### src/ppapd_pkg.sv
// Purpose: Constants for the port pin analog, pull-up and drive configuration block
// Assumes: AXI4-Lite slave with 32-bit data, one aligned word per register
// Notes:   Register offsets are byte addresses
package ppapd_pkg;
	// ==========================================================
	// Widths
	localparam int          NPINS      = 6;
	localparam int          AW         = 4;
	localparam int          DW         = 32;
	localparam int          RW         = 8;
	localparam int          RST_PIN    = 3;
	// ==========================================================
	// Register map
	localparam logic [AW-1:0] OFF_ANSEL = 4'h0;
	localparam logic [AW-1:0] OFF_WPU   = 4'h4;
	localparam logic [AW-1:0] OFF_ODC   = 4'h8;
	// ==========================================================
	// Implemented bit masks and reset values
	localparam logic [RW-1:0] MASK_ANSEL = 8'h37;
	localparam logic [RW-1:0] MASK_WPU   = 8'h3f;
	localparam logic [RW-1:0] MASK_ODC   = 8'h37;
	localparam logic [RW-1:0] RST_ANSEL  = 8'h37;
	localparam logic [RW-1:0] RST_WPU    = 8'h00;
	localparam logic [RW-1:0] RST_ODC    = 8'h00;
	// ==========================================================
	// AXI responses
	localparam logic [1:0]  RESP_OKAY   = 2'h0;
	localparam logic [1:0]  RESP_SLVERR = 2'h2;
endpackage

### src/ppapd_top.sv
// Purpose: Six-pin port configuration: analog select, weak pull-ups, open-drain drive
// Assumes: AXI4-Lite register access; pad inputs synchronous to clk
// Notes:   All outputs registered
// Functional notes
// - Analog select set disables the pin's digital input buffer; clear gives digital use.
// - Analog select bits reset to one on every reset.
// - Bits 7-6, and bit 3 of analog and open-drain registers, read zero.
// - Pull-up bit one enables that pin's weak pull-up; zero disables it.
// - External reset enabled forces shared reset pin pull-up; stored bit unchanged.
// - Output pins other than the reset pin lose pull-up unless open-drain.
// - Open-drain output pull-up follows driven output value, except on the reset pin.
// - Open-drain bit one sinks only; zero drives push-pull.
// - Analog pins read zero digitally; outputs unaffected.
// - Reset pin pull-up on when reset function or its pull-up bit set.
//
// Design decisions made here: the placing of the registers and the AXI4-Lite register port.
`timescale 1ns/1ps
module ppapd_top (
	input  wire logic                           clk,
	input  wire logic                           reset,
	input  wire logic [ppapd_pkg::AW-1:0]       s_axi_awaddr,
	input  wire logic                           s_axi_awvalid,
	output logic                                s_axi_awready,
	input  wire logic [ppapd_pkg::DW-1:0]       s_axi_wdata,
	input  wire logic [3:0]                     s_axi_wstrb,
	input  wire logic                           s_axi_wvalid,
	output logic                                s_axi_wready,
	output logic [1:0]                          s_axi_bresp,
	output logic                                s_axi_bvalid,
	input  wire logic                           s_axi_bready,
	input  wire logic [ppapd_pkg::AW-1:0]       s_axi_araddr,
	input  wire logic                           s_axi_arvalid,
	output logic                                s_axi_arready,
	output logic [ppapd_pkg::DW-1:0]            s_axi_rdata,
	output logic [1:0]                          s_axi_rresp,
	output logic                                s_axi_rvalid,
	input  wire logic                           s_axi_rready,
	input  wire logic [ppapd_pkg::NPINS-1:0]    direction_input_bit,
	input  wire logic [ppapd_pkg::NPINS-1:0]    out_value,
	input  wire logic [ppapd_pkg::NPINS-1:0]    pad_in,
	input  wire logic                           external_reset_pin_enable,
	output logic      [ppapd_pkg::NPINS-1:0]    pin_read,
	output logic      [ppapd_pkg::NPINS-1:0]    input_buffer_en,
	output logic      [ppapd_pkg::NPINS-1:0]    pullup_on,
	output logic      [ppapd_pkg::NPINS-1:0]    pad_out,
	output logic      [ppapd_pkg::NPINS-1:0]    pad_oe_n
);
	import ppapd_pkg::*;

	typedef struct packed {
		logic [RW-1:0]   ansel;
		logic [RW-1:0]   wpu;
		logic [RW-1:0]   odc;
		logic            aw_got;
		logic [AW-1:0]   aw_addr;
		logic            w_got;
		logic [RW-1:0]   w_data;
		logic            w_strb0;
		logic            awready;
		logic            wready;
		logic            bvalid;
		logic [1:0]      bresp;
		logic            arready;
		logic            rvalid;
		logic [DW-1:0]   rdata;
		logic [1:0]      rresp;
	} ppapd_regs_s;

	ppapd_regs_s st_ff;
	ppapd_regs_s nxt_st;

	// ==========================================================
	// Address decode shared by read and write paths
	function automatic logic addr_hit(input logic [AW-1:0] a);
		return (a == OFF_ANSEL) || (a == OFF_WPU) || (a == OFF_ODC);
	endfunction

	function automatic logic [DW-1:0] read_word(input logic [AW-1:0] a, input ppapd_regs_s s);
		logic [RW-1:0] v;
		v = '0;
		unique case (a)
			OFF_ANSEL: v = s.ansel & MASK_ANSEL;
			OFF_WPU:   v = s.wpu & MASK_WPU;
			OFF_ODC:   v = s.odc & MASK_ODC;
			default:   v = '0;
		endcase
		return {{(DW-RW){1'b0}}, v};
	endfunction

	// ==========================================================
	// AXI4-Lite slave
	always_comb begin
		nxt_st = st_ff;
		// Address and data may arrive in either order; each is latched once
		if (s_axi_awvalid && st_ff.awready) begin
			nxt_st.aw_got  = 1'b1;
			nxt_st.aw_addr = s_axi_awaddr;
			nxt_st.awready = 1'b0;
		end
		if (s_axi_wvalid && st_ff.wready) begin
			nxt_st.w_got   = 1'b1;
			nxt_st.w_data  = s_axi_wdata[RW-1:0];
			nxt_st.w_strb0 = s_axi_wstrb[0];
			nxt_st.wready  = 1'b0;
		end
		if (st_ff.aw_got && st_ff.w_got && !st_ff.bvalid) begin
			nxt_st.bvalid = 1'b1;
			nxt_st.bresp  = addr_hit(st_ff.aw_addr) ? RESP_OKAY : RESP_SLVERR;
			if (st_ff.w_strb0) begin
				unique case (st_ff.aw_addr)
					OFF_ANSEL: nxt_st.ansel = st_ff.w_data & MASK_ANSEL;
					// Reset pin bit stored as written, even when forced on
					OFF_WPU:   nxt_st.wpu = st_ff.w_data & MASK_WPU;
					OFF_ODC:   nxt_st.odc = st_ff.w_data & MASK_ODC;
					default:   nxt_st.bresp = RESP_SLVERR;
				endcase
			end
		end
		if (st_ff.bvalid && s_axi_bready) begin
			nxt_st.bvalid  = 1'b0;
			nxt_st.aw_got  = 1'b0;
			nxt_st.w_got   = 1'b0;
			nxt_st.awready = 1'b1;
			nxt_st.wready  = 1'b1;
		end
		if (s_axi_arvalid && st_ff.arready) begin
			nxt_st.arready = 1'b0;
			nxt_st.rvalid  = 1'b1;
			nxt_st.rdata   = read_word(s_axi_araddr, st_ff);
			nxt_st.rresp   = addr_hit(s_axi_araddr) ? RESP_OKAY : RESP_SLVERR;
		end
		if (st_ff.rvalid && s_axi_rready) begin
			nxt_st.rvalid  = 1'b0;
			nxt_st.arready = 1'b1;
		end
	end

	always_ff @(posedge clk) begin
		if (reset) begin
			st_ff         <= '0;
			st_ff.ansel   <= RST_ANSEL;
			st_ff.wpu     <= RST_WPU;
			st_ff.odc     <= RST_ODC;
			st_ff.awready <= 1'b1;
			st_ff.wready  <= 1'b1;
			st_ff.arready <= 1'b1;
		end else begin
			st_ff <= nxt_st;
		end
	end

	assign s_axi_awready = st_ff.awready;
	assign s_axi_wready  = st_ff.wready;
	assign s_axi_bvalid  = st_ff.bvalid;
	assign s_axi_bresp   = st_ff.bresp;
	assign s_axi_arready = st_ff.arready;
	assign s_axi_rvalid  = st_ff.rvalid;
	assign s_axi_rdata   = st_ff.rdata;
	assign s_axi_rresp   = st_ff.rresp;

	// ==========================================================
	// Pad logic; analog pins still drive when set as outputs
	ppapd_pin_cfg u_pins (
		.clk                       (clk),
		.reset                     (reset),
		.analog_select_bit         (st_ff.ansel[NPINS-1:0]),
		.pullup_enable_bit         (st_ff.wpu[NPINS-1:0]),
		.open_drain_enable_bit     (st_ff.odc[NPINS-1:0]),
		.direction_input_bit       (direction_input_bit),
		.out_value                 (out_value),
		.pad_in                    (pad_in),
		.external_reset_pin_enable (external_reset_pin_enable),
		.pin_read                  (pin_read),
		.input_buffer_en           (input_buffer_en),
		.pullup_on                 (pullup_on),
		.pad_out                   (pad_out),
		.pad_oe_n                  (pad_oe_n)
	);
endmodule

### src/ppapd_pin_cfg.sv
// Purpose: Per-pin pad control: input gating, pull-up and drive mode
// Assumes: Inputs are synchronous; outputs registered for clean pad control
// Notes:   One instance covers all six pins
`timescale 1ns/1ps
module ppapd_pin_cfg (
	input  wire logic                          clk,
	input  wire logic                          reset,
	input  wire logic [ppapd_pkg::NPINS-1:0]   analog_select_bit,
	input  wire logic [ppapd_pkg::NPINS-1:0]   pullup_enable_bit,
	input  wire logic [ppapd_pkg::NPINS-1:0]   open_drain_enable_bit,
	input  wire logic [ppapd_pkg::NPINS-1:0]   direction_input_bit,
	input  wire logic [ppapd_pkg::NPINS-1:0]   out_value,
	input  wire logic [ppapd_pkg::NPINS-1:0]   pad_in,
	input  wire logic                          external_reset_pin_enable,
	output logic      [ppapd_pkg::NPINS-1:0]   pin_read,
	output logic      [ppapd_pkg::NPINS-1:0]   input_buffer_en,
	output logic      [ppapd_pkg::NPINS-1:0]   pullup_on,
	output logic      [ppapd_pkg::NPINS-1:0]   pad_out,
	output logic      [ppapd_pkg::NPINS-1:0]   pad_oe_n
);
	import ppapd_pkg::*;

	typedef struct packed {
		logic [NPINS-1:0] rd;
		logic [NPINS-1:0] ibuf;
		logic [NPINS-1:0] pu;
		logic [NPINS-1:0] po;
		logic [NPINS-1:0] oe_n;
	} ppapd_pin_s;

	ppapd_pin_s st_ff;
	ppapd_pin_s nxt_st;

	// ==========================================================
	// Pad decisions
	always_comb begin
		nxt_st = st_ff;
		for (int i = 0; i < NPINS; i++) begin
			nxt_st.ibuf[i] = ~analog_select_bit[i];
			nxt_st.rd[i]   = analog_select_bit[i] ? 1'b0 : pad_in[i];
			if (!direction_input_bit[i] && !open_drain_enable_bit[i]) begin
				nxt_st.pu[i] = 1'b0;
			end else if (!direction_input_bit[i]) begin
				nxt_st.pu[i] = out_value[i];
			end else begin
				nxt_st.pu[i] = pullup_enable_bit[i];
			end
			// Output path ignores analog mode, as digital drivers stay live
			if (direction_input_bit[i]) begin
				nxt_st.po[i]   = 1'b0;
				nxt_st.oe_n[i] = 1'b1;
			end else if (open_drain_enable_bit[i]) begin
				nxt_st.po[i]   = 1'b0;
				nxt_st.oe_n[i] = out_value[i];
			end else begin
				nxt_st.po[i]   = out_value[i];
				nxt_st.oe_n[i] = 1'b0;
			end
		end
		// Shared reset pin pull-up ignores direction; it is on when the reset function or its pull-up bit is set
		nxt_st.pu[RST_PIN] = external_reset_pin_enable | pullup_enable_bit[RST_PIN];
	end

	always_ff @(posedge clk) begin
		if (reset) begin
			st_ff <= '{rd: '0, ibuf: '0, pu: '0, po: '0, oe_n: '1};
		end else begin
			st_ff <= nxt_st;
		end
	end

	assign pin_read        = st_ff.rd;
	assign input_buffer_en = st_ff.ibuf;
	assign pullup_on       = st_ff.pu;
	assign pad_out         = st_ff.po;
	assign pad_oe_n        = st_ff.oe_n;
endmodule

### config.mk
export PLATFORM = sky130hd
export DESIGN_NAME = ppapd_top
export DESIGN_NICKNAME = d
export VERILOG_FILES = /design/src/ppapd_pkg.sv /design/src/ppapd_top.sv /design/src/ppapd_pin_cfg.sv
export SDC_FILE = /design/constraint.sdc
export NUM_CORES = 1
export LEC_CHECK = 0
export CAP_MARGIN = 0
export CORE_MARGIN = 1.5
export CORE_UTILIZATION = 30
export DETAILED_ROUTE_END_ITERATION = 12
export DONT_BUFFER_PORTS = 1
export PLACE_DENSITY = 0.44
export SYNTH_ARGS = -nofsm -noshare
export SYNTH_HDL_FRONTEND = slang
export SYNTH_SLANG_ARGS = --single-unit
### constraint.sdc
create_clock -name clk -period 4.1 [get_ports clk]
set_input_delay 0.82 -clock clk [delete_from_list [all_inputs] [get_ports clk]]
set_output_delay 0.82 -clock clk [all_outputs]
set_load 0.1 [all_outputs]
## Yosys cells after proc, flatten, opt, wreduce, memory -nomap -nowiden

Cells that the tools add are included.

- Eq/ne operators: 4
- Mux-type cells: 15
- Reductions and logical operators: 56
- Bitwise gates (word level): 6

Operators with widths:

| operator | count |
|---|---|
| OR reduction 2 bit | 18 |
| one-hot mux 6 bit (3 select lines) | 1 |
| OR reduction 3 bit | 6 |
| logical AND 1 bit | 12 |
| zero test 1 bit | 11 |
| 2-to-1 mux 1 bit | 10 |
| AND reduction 3 bit | 3 |
| == test 4 x 3 -> 1 bit, second input constant | 2 |
| == test 4 bit, second input constant | 2 |
| zero test 4 bit | 2 |
| 2-to-1 mux 2 bit | 4 |
| inverter 1 bit | 5 |
| logical OR 1 bit | 4 |
| OR 1 bit | 1 |

- Logic and storage cells: 122
- Output and inout port bits: 71
- Input port bits: 70
- Flip-flop bits (word level): 76

## Depth between registers and ports, before layout

Gate-level depths: netlist of run 1.

- Depth in word-level cells: 6
- Gate-level depth with buffers: 5
- Depth with buffers taken out: 3

## Hierarchy

A second synthesis of run 1 with hierarchy kept.

- Cell total of the unflattened synthesis: 294
- Area total of the unflattened synthesis: 2901.5 um2

Modules (own cells, without submodules):

| module | seq. area each (um2) | area each (um2) | times used | cells each |
|---|---|---|---|---|
| ppapd_top | 840.8 | 1988.2 | 1 | 221 |
| ppapd_pin_cfg | 600.6 | 913.4 | 1 | 73 |

## Worst setup path before layout of run 1

Ideal clock, no wire load.

- Path type: register to register
- From: register st_ff (netlist bit s_axi_arready)
- To: register st_ff (netlist bit s_axi_rdata[3])
- Library setup time: 0.070 ns
- Setup slack: 2.024 ns
- Path buffers: 0
- Clock period less this slack: 2.076 ns
- Data required time: 4.030 ns
- Data arrival time: 2.006 ns
- Cell stages (with the launch flop): 4
- Path through: dfxtp_1 -> nand2_1 -> or4_1 -> a21oi_1

- Word-level cells in the longest chain between the ends: 1

Ends and longest elaborated chain:

| what | RTL line | text |
|---|---|---|
| from (decl) | ppapd_top.sv:69 | `ppapd_regs_s st_ff;` |
| from (signal assigned) | ppapd_top.sv:148 | `st_ff <= nxt_st;` |
| logical AND 1 bit | ppapd_top.sv:126 | `if (s_axi_arvalid && st_ff.arready) begin` |

No other way between the ends.
A chain may end at the register's enable or synchronous reset.

## Worst setup path in the final report of run 1

Same ends and word-level chain as after synthesis.

==> impl_metrics.env, run 1 <==
export IMPL_status="complete, no violations"
export IMPL_tightestPinTransition_ns=1.18
export IMPL_static_leakage_power_nw=1.09
export IMPL_routed_via_count=1936
export IMPL_kind_of_path_behind_the_tightest_hold_check="register to register"
export IMPL_clkTransAtPathRegs_ns=0.07
export IMPL_timing_max_slew_rel_slack_pct=21.3
export IMPL_clock_sinks=72
export IMPL_globalRoute_totalOverflow=0
export IMPL_yosys_most_used_dff="sky130_fd_sc_hd__dfxtp_1"
export IMPL_gr_usage_met2_pct=19.3
export IMPL_groute_layer_met3_usage_pct=4.58
export IMPL_final_setup_skew_ns=0.00884
export IMPL_fin_setup_tns_ns=0
export IMPL_report_final_slew_viol_count=0
export IMPL_post_cts_setup_buffer_count=0
export IMPL_area_growth_synth_to_final_pct=4.55
export IMPL_critical_path_peak_fanout=10
export IMPL_fin_cells=419
export IMPL_insertion_delay_ns=0.34
export IMPL_post_synth_num_cell_types=36
export IMPL_vdd_ir_drop_max_uv=147
export IMPL_vias_per_cell=4.62
export IMPL_cts_root_cell="sky130_fd_sc_hd__clkbuf_8"
export IMPL_top_usage_layer="met2"
export IMPL_finalNetCount=355
export IMPL_max_cap_violations=0
export IMPL_cts_buffers=9
export IMPL_floorplan_die_area_um2=10100
export IMPL_floorplan_die_height_um=101
export IMPL_min_period_over_period_pct=55.3
export IMPL_grt_first_pass_wirelength_um=9790
export IMPL_portBuffers=0
export IMPL_final_period_minus_worst_setup_slack_ns=2.27
export IMPL_worst_ep_arrival_time_ns=2.54
export IMPL_worst_endpoint_required_ns=4.38
export IMPL_n_antenna_cell=0
export IMPL_maximum_clock_insertion_buffer_count=2
export IMPL_criticalPathCategory="register to register"
export IMPL_p_per_area_nw_per_um2=513
export IMPL_first_global_vias=1830
export IMPL_setup_repair_after_global_routing_missed_its_margin="no"
export IMPL_critPathCaptureType="register"
export IMPL_avgRoutedWirePerCell_um=14.9
export IMPL_synth_seq_area_share_pct=50.4
export IMPL_maximum_number_of_pins_on_one_net_before_global_route_repair=54
export IMPL_wl_um=6230
export IMPL_numPlacedInstances=403
export IMPL_finalSetupViolations=0
export IMPL_drcViolationCount=0
export IMPL_dieWidth_um=101
export IMPL_initialDrtViolationCount=66
export IMPL_post_synth_instance_area_um2=2860
export IMPL_final_replace_weighted_congestion=0.752
export IMPL_synth_enable_flop_cells=0
export IMPL_max_freq_ghz=0.441
export IMPL_cp_start_kind="register"
export IMPL_drive_above_1_share_pct=7.59
export IMPL_number_of_standard_cell_rows_in_the_floorplan=35
export IMPL_report_final_hold_viol_count=0
export IMPL_drt_antenna_violating_nets=0
export IMPL_initial_core_util_pct=30.9
export IMPL_synth_area_per_cell_um2=9.72
export IMPL_core_area_um2=9240
export IMPL_synthesis_instances=294
export IMPL_pin_count=141
export IMPL_dp_hpwl_um=4440
export IMPL_cts_tree="yes"
export IMPL_yosys_warnings=0
export IMPL_asyncSetResetFlopFracSynth_pct=0
export IMPL_detail_route_first_pass_iterations=4
export IMPL_grt_use_met1_pct=16.4
export IMPL_htreeDepth=3
export IMPL_grt_antenna_before_repair=0
export IMPL_number_of_gates_resized_after_cts=0
export IMPL_yosys_register_bits=72
export IMPL_grt_total_usage_pct=12.8
export IMPL_ctsHoldBuffers=0
==> synthesized netlist by cell type, drive strengths merged (5+ instances only) <==
master   number  area share, %
dfxtp        72             50
nor2b         5            1.1
nand3        17            3.0
and2          5            1.1
a32o          5            1.8
a21oi        29            5.1
nor2         11            1.4
a21boi        5            1.3
mux2i        10            3.5
inv           5           0.66
nor4b         7            2.7
nand2        30            3.9
buf          43             11
a311o         5            1.8
nand3b        6            1.6
clkbuf        5           0.66
o21ai         9            1.6
a211o         6            1.8
o2bb2ai       5            1.5
==> power by group <==
group	leakage (nW)	internal, mW	switching [mW]
clock	0.0941	0.279	0.255
sequential	0.588	0.720	0.114
combinational	0.405	0.0260	0.138
==> worst max-delay path: stages, from the launching register on <==
cell and delay [ns]:
sky130_fd_sc_hd__dfxtp_1 1.00, sky130_fd_sc_hd__nand2_1 0.47, sky130_fd_sc_hd__or4_1 0.59, sky130_fd_sc_hd__a21oi_1 0.14
==> path summary, 6_finish.rpt <==
path                 startpoint              to  slack (ns)  cells past startpoint
hold / removal        st_ff[45]       st_ff[45]        0.46                      2
hold reg to reg       st_ff[45]       st_ff[45]        0.46                      2
setup / recovery  s_axi_arready  s_axi_rdata[3]        1.83                      3
setup reg to reg  s_axi_arready  s_axi_rdata[3]        1.83                      3
==> final cells by class <==
class / count / area, um^2
clock buffer: 12 / 135
clock inverter: 4 / 45.0
fill: 988 / 6250
inverter: 5 / 18.8
multi-input combinational: 196 / 1180
sequential: 72 / 1440
tap: 129 / 161
timing repair buffer: 1 / 7.51
==> sequential cells by signal, indices dropped and copies added (netlist names) <==
register and cells:
u_pins.pad_out 6, s_axi_bvalid 1, s_axi_wready 1, s_axi_rvalid 1, u_pins.pin_read 6, s_axi_awready 1, u_pins.pad_oe_n 6, s_axi_arready 1
u_pins.pullup_on 6, st_ff 29, s_axi_rresp 1, s_axi_rdata 6, u_pins.input_buffer_en 6, s_axi_bresp 1
==> placed cells by master, fill, tap and decap left out, types with 2 or more instances in the layout <==
master,instances
sky130_fd_sc_hd__a211o_1,6
sky130_fd_sc_hd__a211oi_1,2
sky130_fd_sc_hd__a21boi_1,5
sky130_fd_sc_hd__a21oi_1,29
sky130_fd_sc_hd__a311o_1,5
sky130_fd_sc_hd__a32o_1,5
sky130_fd_sc_hd__and2_1,5
sky130_fd_sc_hd__clkbuf_1,3
sky130_fd_sc_hd__clkbuf_8,9
sky130_fd_sc_hd__clkinv_2,3
sky130_fd_sc_hd__conb_1,28
sky130_fd_sc_hd__dfxtp_1,72
sky130_fd_sc_hd__inv_1,5
sky130_fd_sc_hd__mux2i_1,10
sky130_fd_sc_hd__nand2_1,30
sky130_fd_sc_hd__nand3_1,17
sky130_fd_sc_hd__nand3b_1,6
sky130_fd_sc_hd__nor2_1,11
sky130_fd_sc_hd__nor2b_1,5
sky130_fd_sc_hd__nor4b_1,6
sky130_fd_sc_hd__o21ai_0,7
sky130_fd_sc_hd__o21ai_1,2
sky130_fd_sc_hd__o2bb2ai_1,5
==> logic make-up after synthesis <==
logic type	Yosys count	share of synthesized area, %
AO/OA/AOI/OAI	66	15.4
buffers and inverters	53	11.9
flip-flops	72	50.4
multiplexers	11	3.90
other	1	0.131
AND/OR/NAND/NOR	91	18.3
==> routing by layer <==
metal  part of all wire [%]  up-vias  routed length, um
met5                      0        -                  0
met4                    1.7        0                107
met3                    5.9        9                365
met2                     45       62               2810
met1                     47      908               2950
li1                       -      957                  -
==> metrics by stage <==
stage | utilization (%) | setup slack, ns | area [um^2] | power (mW) | hold WS, ns
6_report | 32.3 | 1.83 | 2990 | 1.53 | 0.457
5_1_grt | 32.3 | 1.72 | 2990 | 1.60 | 0.490
4_1_cts | 32.3 | 1.80 | 2990 | 1.56 | 0.457
3_5_place_dp | 30.4 | 1.85 | 2810 | 1.01 | 0.446
3_3_place_gp | 30.4 | 1.87 | 2810 | 1.01 | 0.442
2_1_floorplan | - | 2.02 | 2960 | 1.03 | 0.416
No activity file was read; power rests on OpenSTA's default activity.
==> run 2, diff against run 1 <==
PLACE_DENSITY = 0.45   (was 0.44)
clock period = 2 ns   (was 4.1 ns; I/O delays follow)
==> run 2 against run 1 <==
Against the previous run: sequential power grew 81%; clock power is 130% higher; final cell count rose by 10%; non-clock buffer count grew 42; critical endpoint is now st_ff[76].
==> impl_metrics.env, run 2 (same netlist as run 1, synthesis figures left out) <==
export IMPL_insertion_delay_ns=0.33
export IMPL_report_final_slew_viol_count=0
export IMPL_number_of_standard_cell_rows_in_the_floorplan=35
export IMPL_grt_antenna_before_repair=0
export IMPL_first_global_vias=1962
export IMPL_fin_setup_tns_ns=0
export IMPL_criticalPathCategory="register to register"
export IMPL_finalNetCount=397
export IMPL_floorplan_die_height_um=101
export IMPL_floorplan_die_area_um2=10100
export IMPL_post_cts_setup_buffer_count=0
export IMPL_report_final_hold_viol_count=0
export IMPL_finalSetupViolations=0
export IMPL_area_growth_synth_to_final_pct=16.9
export IMPL_portBuffers=0
export IMPL_largest_reg_flops=29
export IMPL_final_setup_skew_ns=0.00467
export IMPL_status="complete, no violations"
export IMPL_max_freq_ghz=0.653
export IMPL_fin_total_pwr_mw=3.31
export IMPL_maximum_number_of_pins_on_one_net_before_global_route_repair=54
export IMPL_drt_antenna_violating_nets=0
export IMPL_timing_max_slew_rel_slack_pct=62.4
export IMPL_detail_route_first_pass_iterations=4
export IMPL_cts_buffers=9
export IMPL_mostFrequentLayoutCell="sky130_fd_sc_hd__dfxtp_1"
export IMPL_static_leakage_power_nw=1.32
export IMPL_worst_ep_arrival_time_ns=1.76
export IMPL_wl_um=6280
export IMPL_kind_of_path_behind_the_tightest_hold_check="primary input to register"
export IMPL_pin_count=141
export IMPL_max_cap_violations=0
export IMPL_final_replace_weighted_congestion=0.744
export IMPL_routed_via_count=2093
export IMPL_dp_hpwl_um=4490
export IMPL_mostFrequentLayoutCells="sky130_fd_sc_hd__dfxtp_1, sky130_fd_sc_hd__buf_4, sky130_fd_sc_hd__nand2_1, sky130_fd_sc_hd__a21oi_1, sky130_fd_sc_hd__conb_1"
export IMPL_grt_total_usage_pct=12.7
export IMPL_max_stage_delay_ns=0.57
export IMPL_htreeDepth=3
export IMPL_globalRoute_totalOverflow=0
export IMPL_drive_above_1_share_pct=20.2
export IMPL_worst_endpoint_required_ns=2.23
export IMPL_critPathCaptureType="register"
export IMPL_vias_per_cell=4.54
export IMPL_min_period_over_period_pct=76.6
export IMPL_clkTransAtPathRegs_ns=0.07
export IMPL_maximum_clock_insertion_buffer_count=2
export IMPL_cts_root_cell="sky130_fd_sc_hd__clkbuf_8"
export IMPL_setup_repair_after_global_routing_missed_its_margin="no"
export IMPL_clock_sinks=72
export IMPL_n_antenna_cell=0
export IMPL_largest_register="st_ff"
export IMPL_core_area_um2=9240
export IMPL_critical_path_peak_fanout=10
export IMPL_initial_core_util_pct=30.9
export IMPL_drcViolationCount=0
export IMPL_crit_path_cell_trace="nor4b_4, a21boi_1, a311o_1"
export IMPL_dieWidth_um=101
export IMPL_grt_first_pass_wirelength_um=9670
export IMPL_timing_critical_path_slowest_stage_cell="sky130_fd_sc_hd__nor4b_4"
export IMPL_initialDrtViolationCount=80
export IMPL_tightestPinTransition_ns=0.562
export IMPL_p_per_area_nw_per_um2=989
export IMPL_number_of_gates_resized_after_cts=0
export IMPL_ctsHoldBuffers=0
export IMPL_cts_tree="yes"
export IMPL_cp_start_kind="register"
export IMPL_avgRoutedWirePerCell_um=13.6
export IMPL_final_period_minus_worst_setup_slack_ns=1.53
export IMPL_vdd_ir_drop_max_uv=338
## run 2: cell count changes in the layout (fill, tap and decap cells not counted), sizes merged
cell    before  now
buf          1   43
clkbuf      12   14
clkinv       3    1
## run 2: layout make-up
class                      instances  area (um^2)
multi-input combinational        196         1180
clock inverter                     2         35.0
tap                              129          161
clock buffer                      14          183
inverter                           5         18.8
sequential                        72         1440
fill                             943         5900
timing repair buffer              43          323
## run 2: worst max-delay path, delay by kind of cell (launching register included)
kind            cells  cell delay, ns
flops               1            0.39
simple gates        1            0.57
compound gates      2            0.47
## run 2: path summary, 6_finish.rpt
kind                                        startpoint                end  slack, ns  cells after the start
worst max register to register               st_ff[54]          st_ff[76]       0.47                      3
worst min register to register          s_axi_rdata[3]     s_axi_rdata[3]       0.46                      2
worst max-delay path                         st_ff[54]          st_ff[76]       0.47                      3
worst min-delay path            direction_input_bit[2]  u_pins.pad_out[2]       0.13                      1
## run 2: stage by stage
stage               cell area (um^2)  cells  hold WS, ns  setup slack [ns]  util, %
global route                    3340    461       0.0971             0.315     36.2
floorplan                       2960    321        0.416             0.127        -
CTS                             3340    461        0.103             0.448     36.2
global placement                3130    445        0.441             0.509     33.8
detailed placement              3130    445        0.451             0.466     33.8
finish                          3340    461        0.128             0.468     36.2
## run 2: per-layer routing
metal,up-vias,GRT usage (%),share of wire (%)
li1,1046,-,-
met1,980,15.9,47
met2,60,19.9,46
met3,7,3.68,5.7
met4,0,6.18,1.1
met5,-,0,0
## run 2: where the power goes
group          internal (mW)  switching (mW)  total (mW)
Combinational         0.0833           0.487       0.570
Sequential              1.48          0.0337        1.51
Clock                  0.712           0.513        1.22
Total                   2.27            1.03        3.31
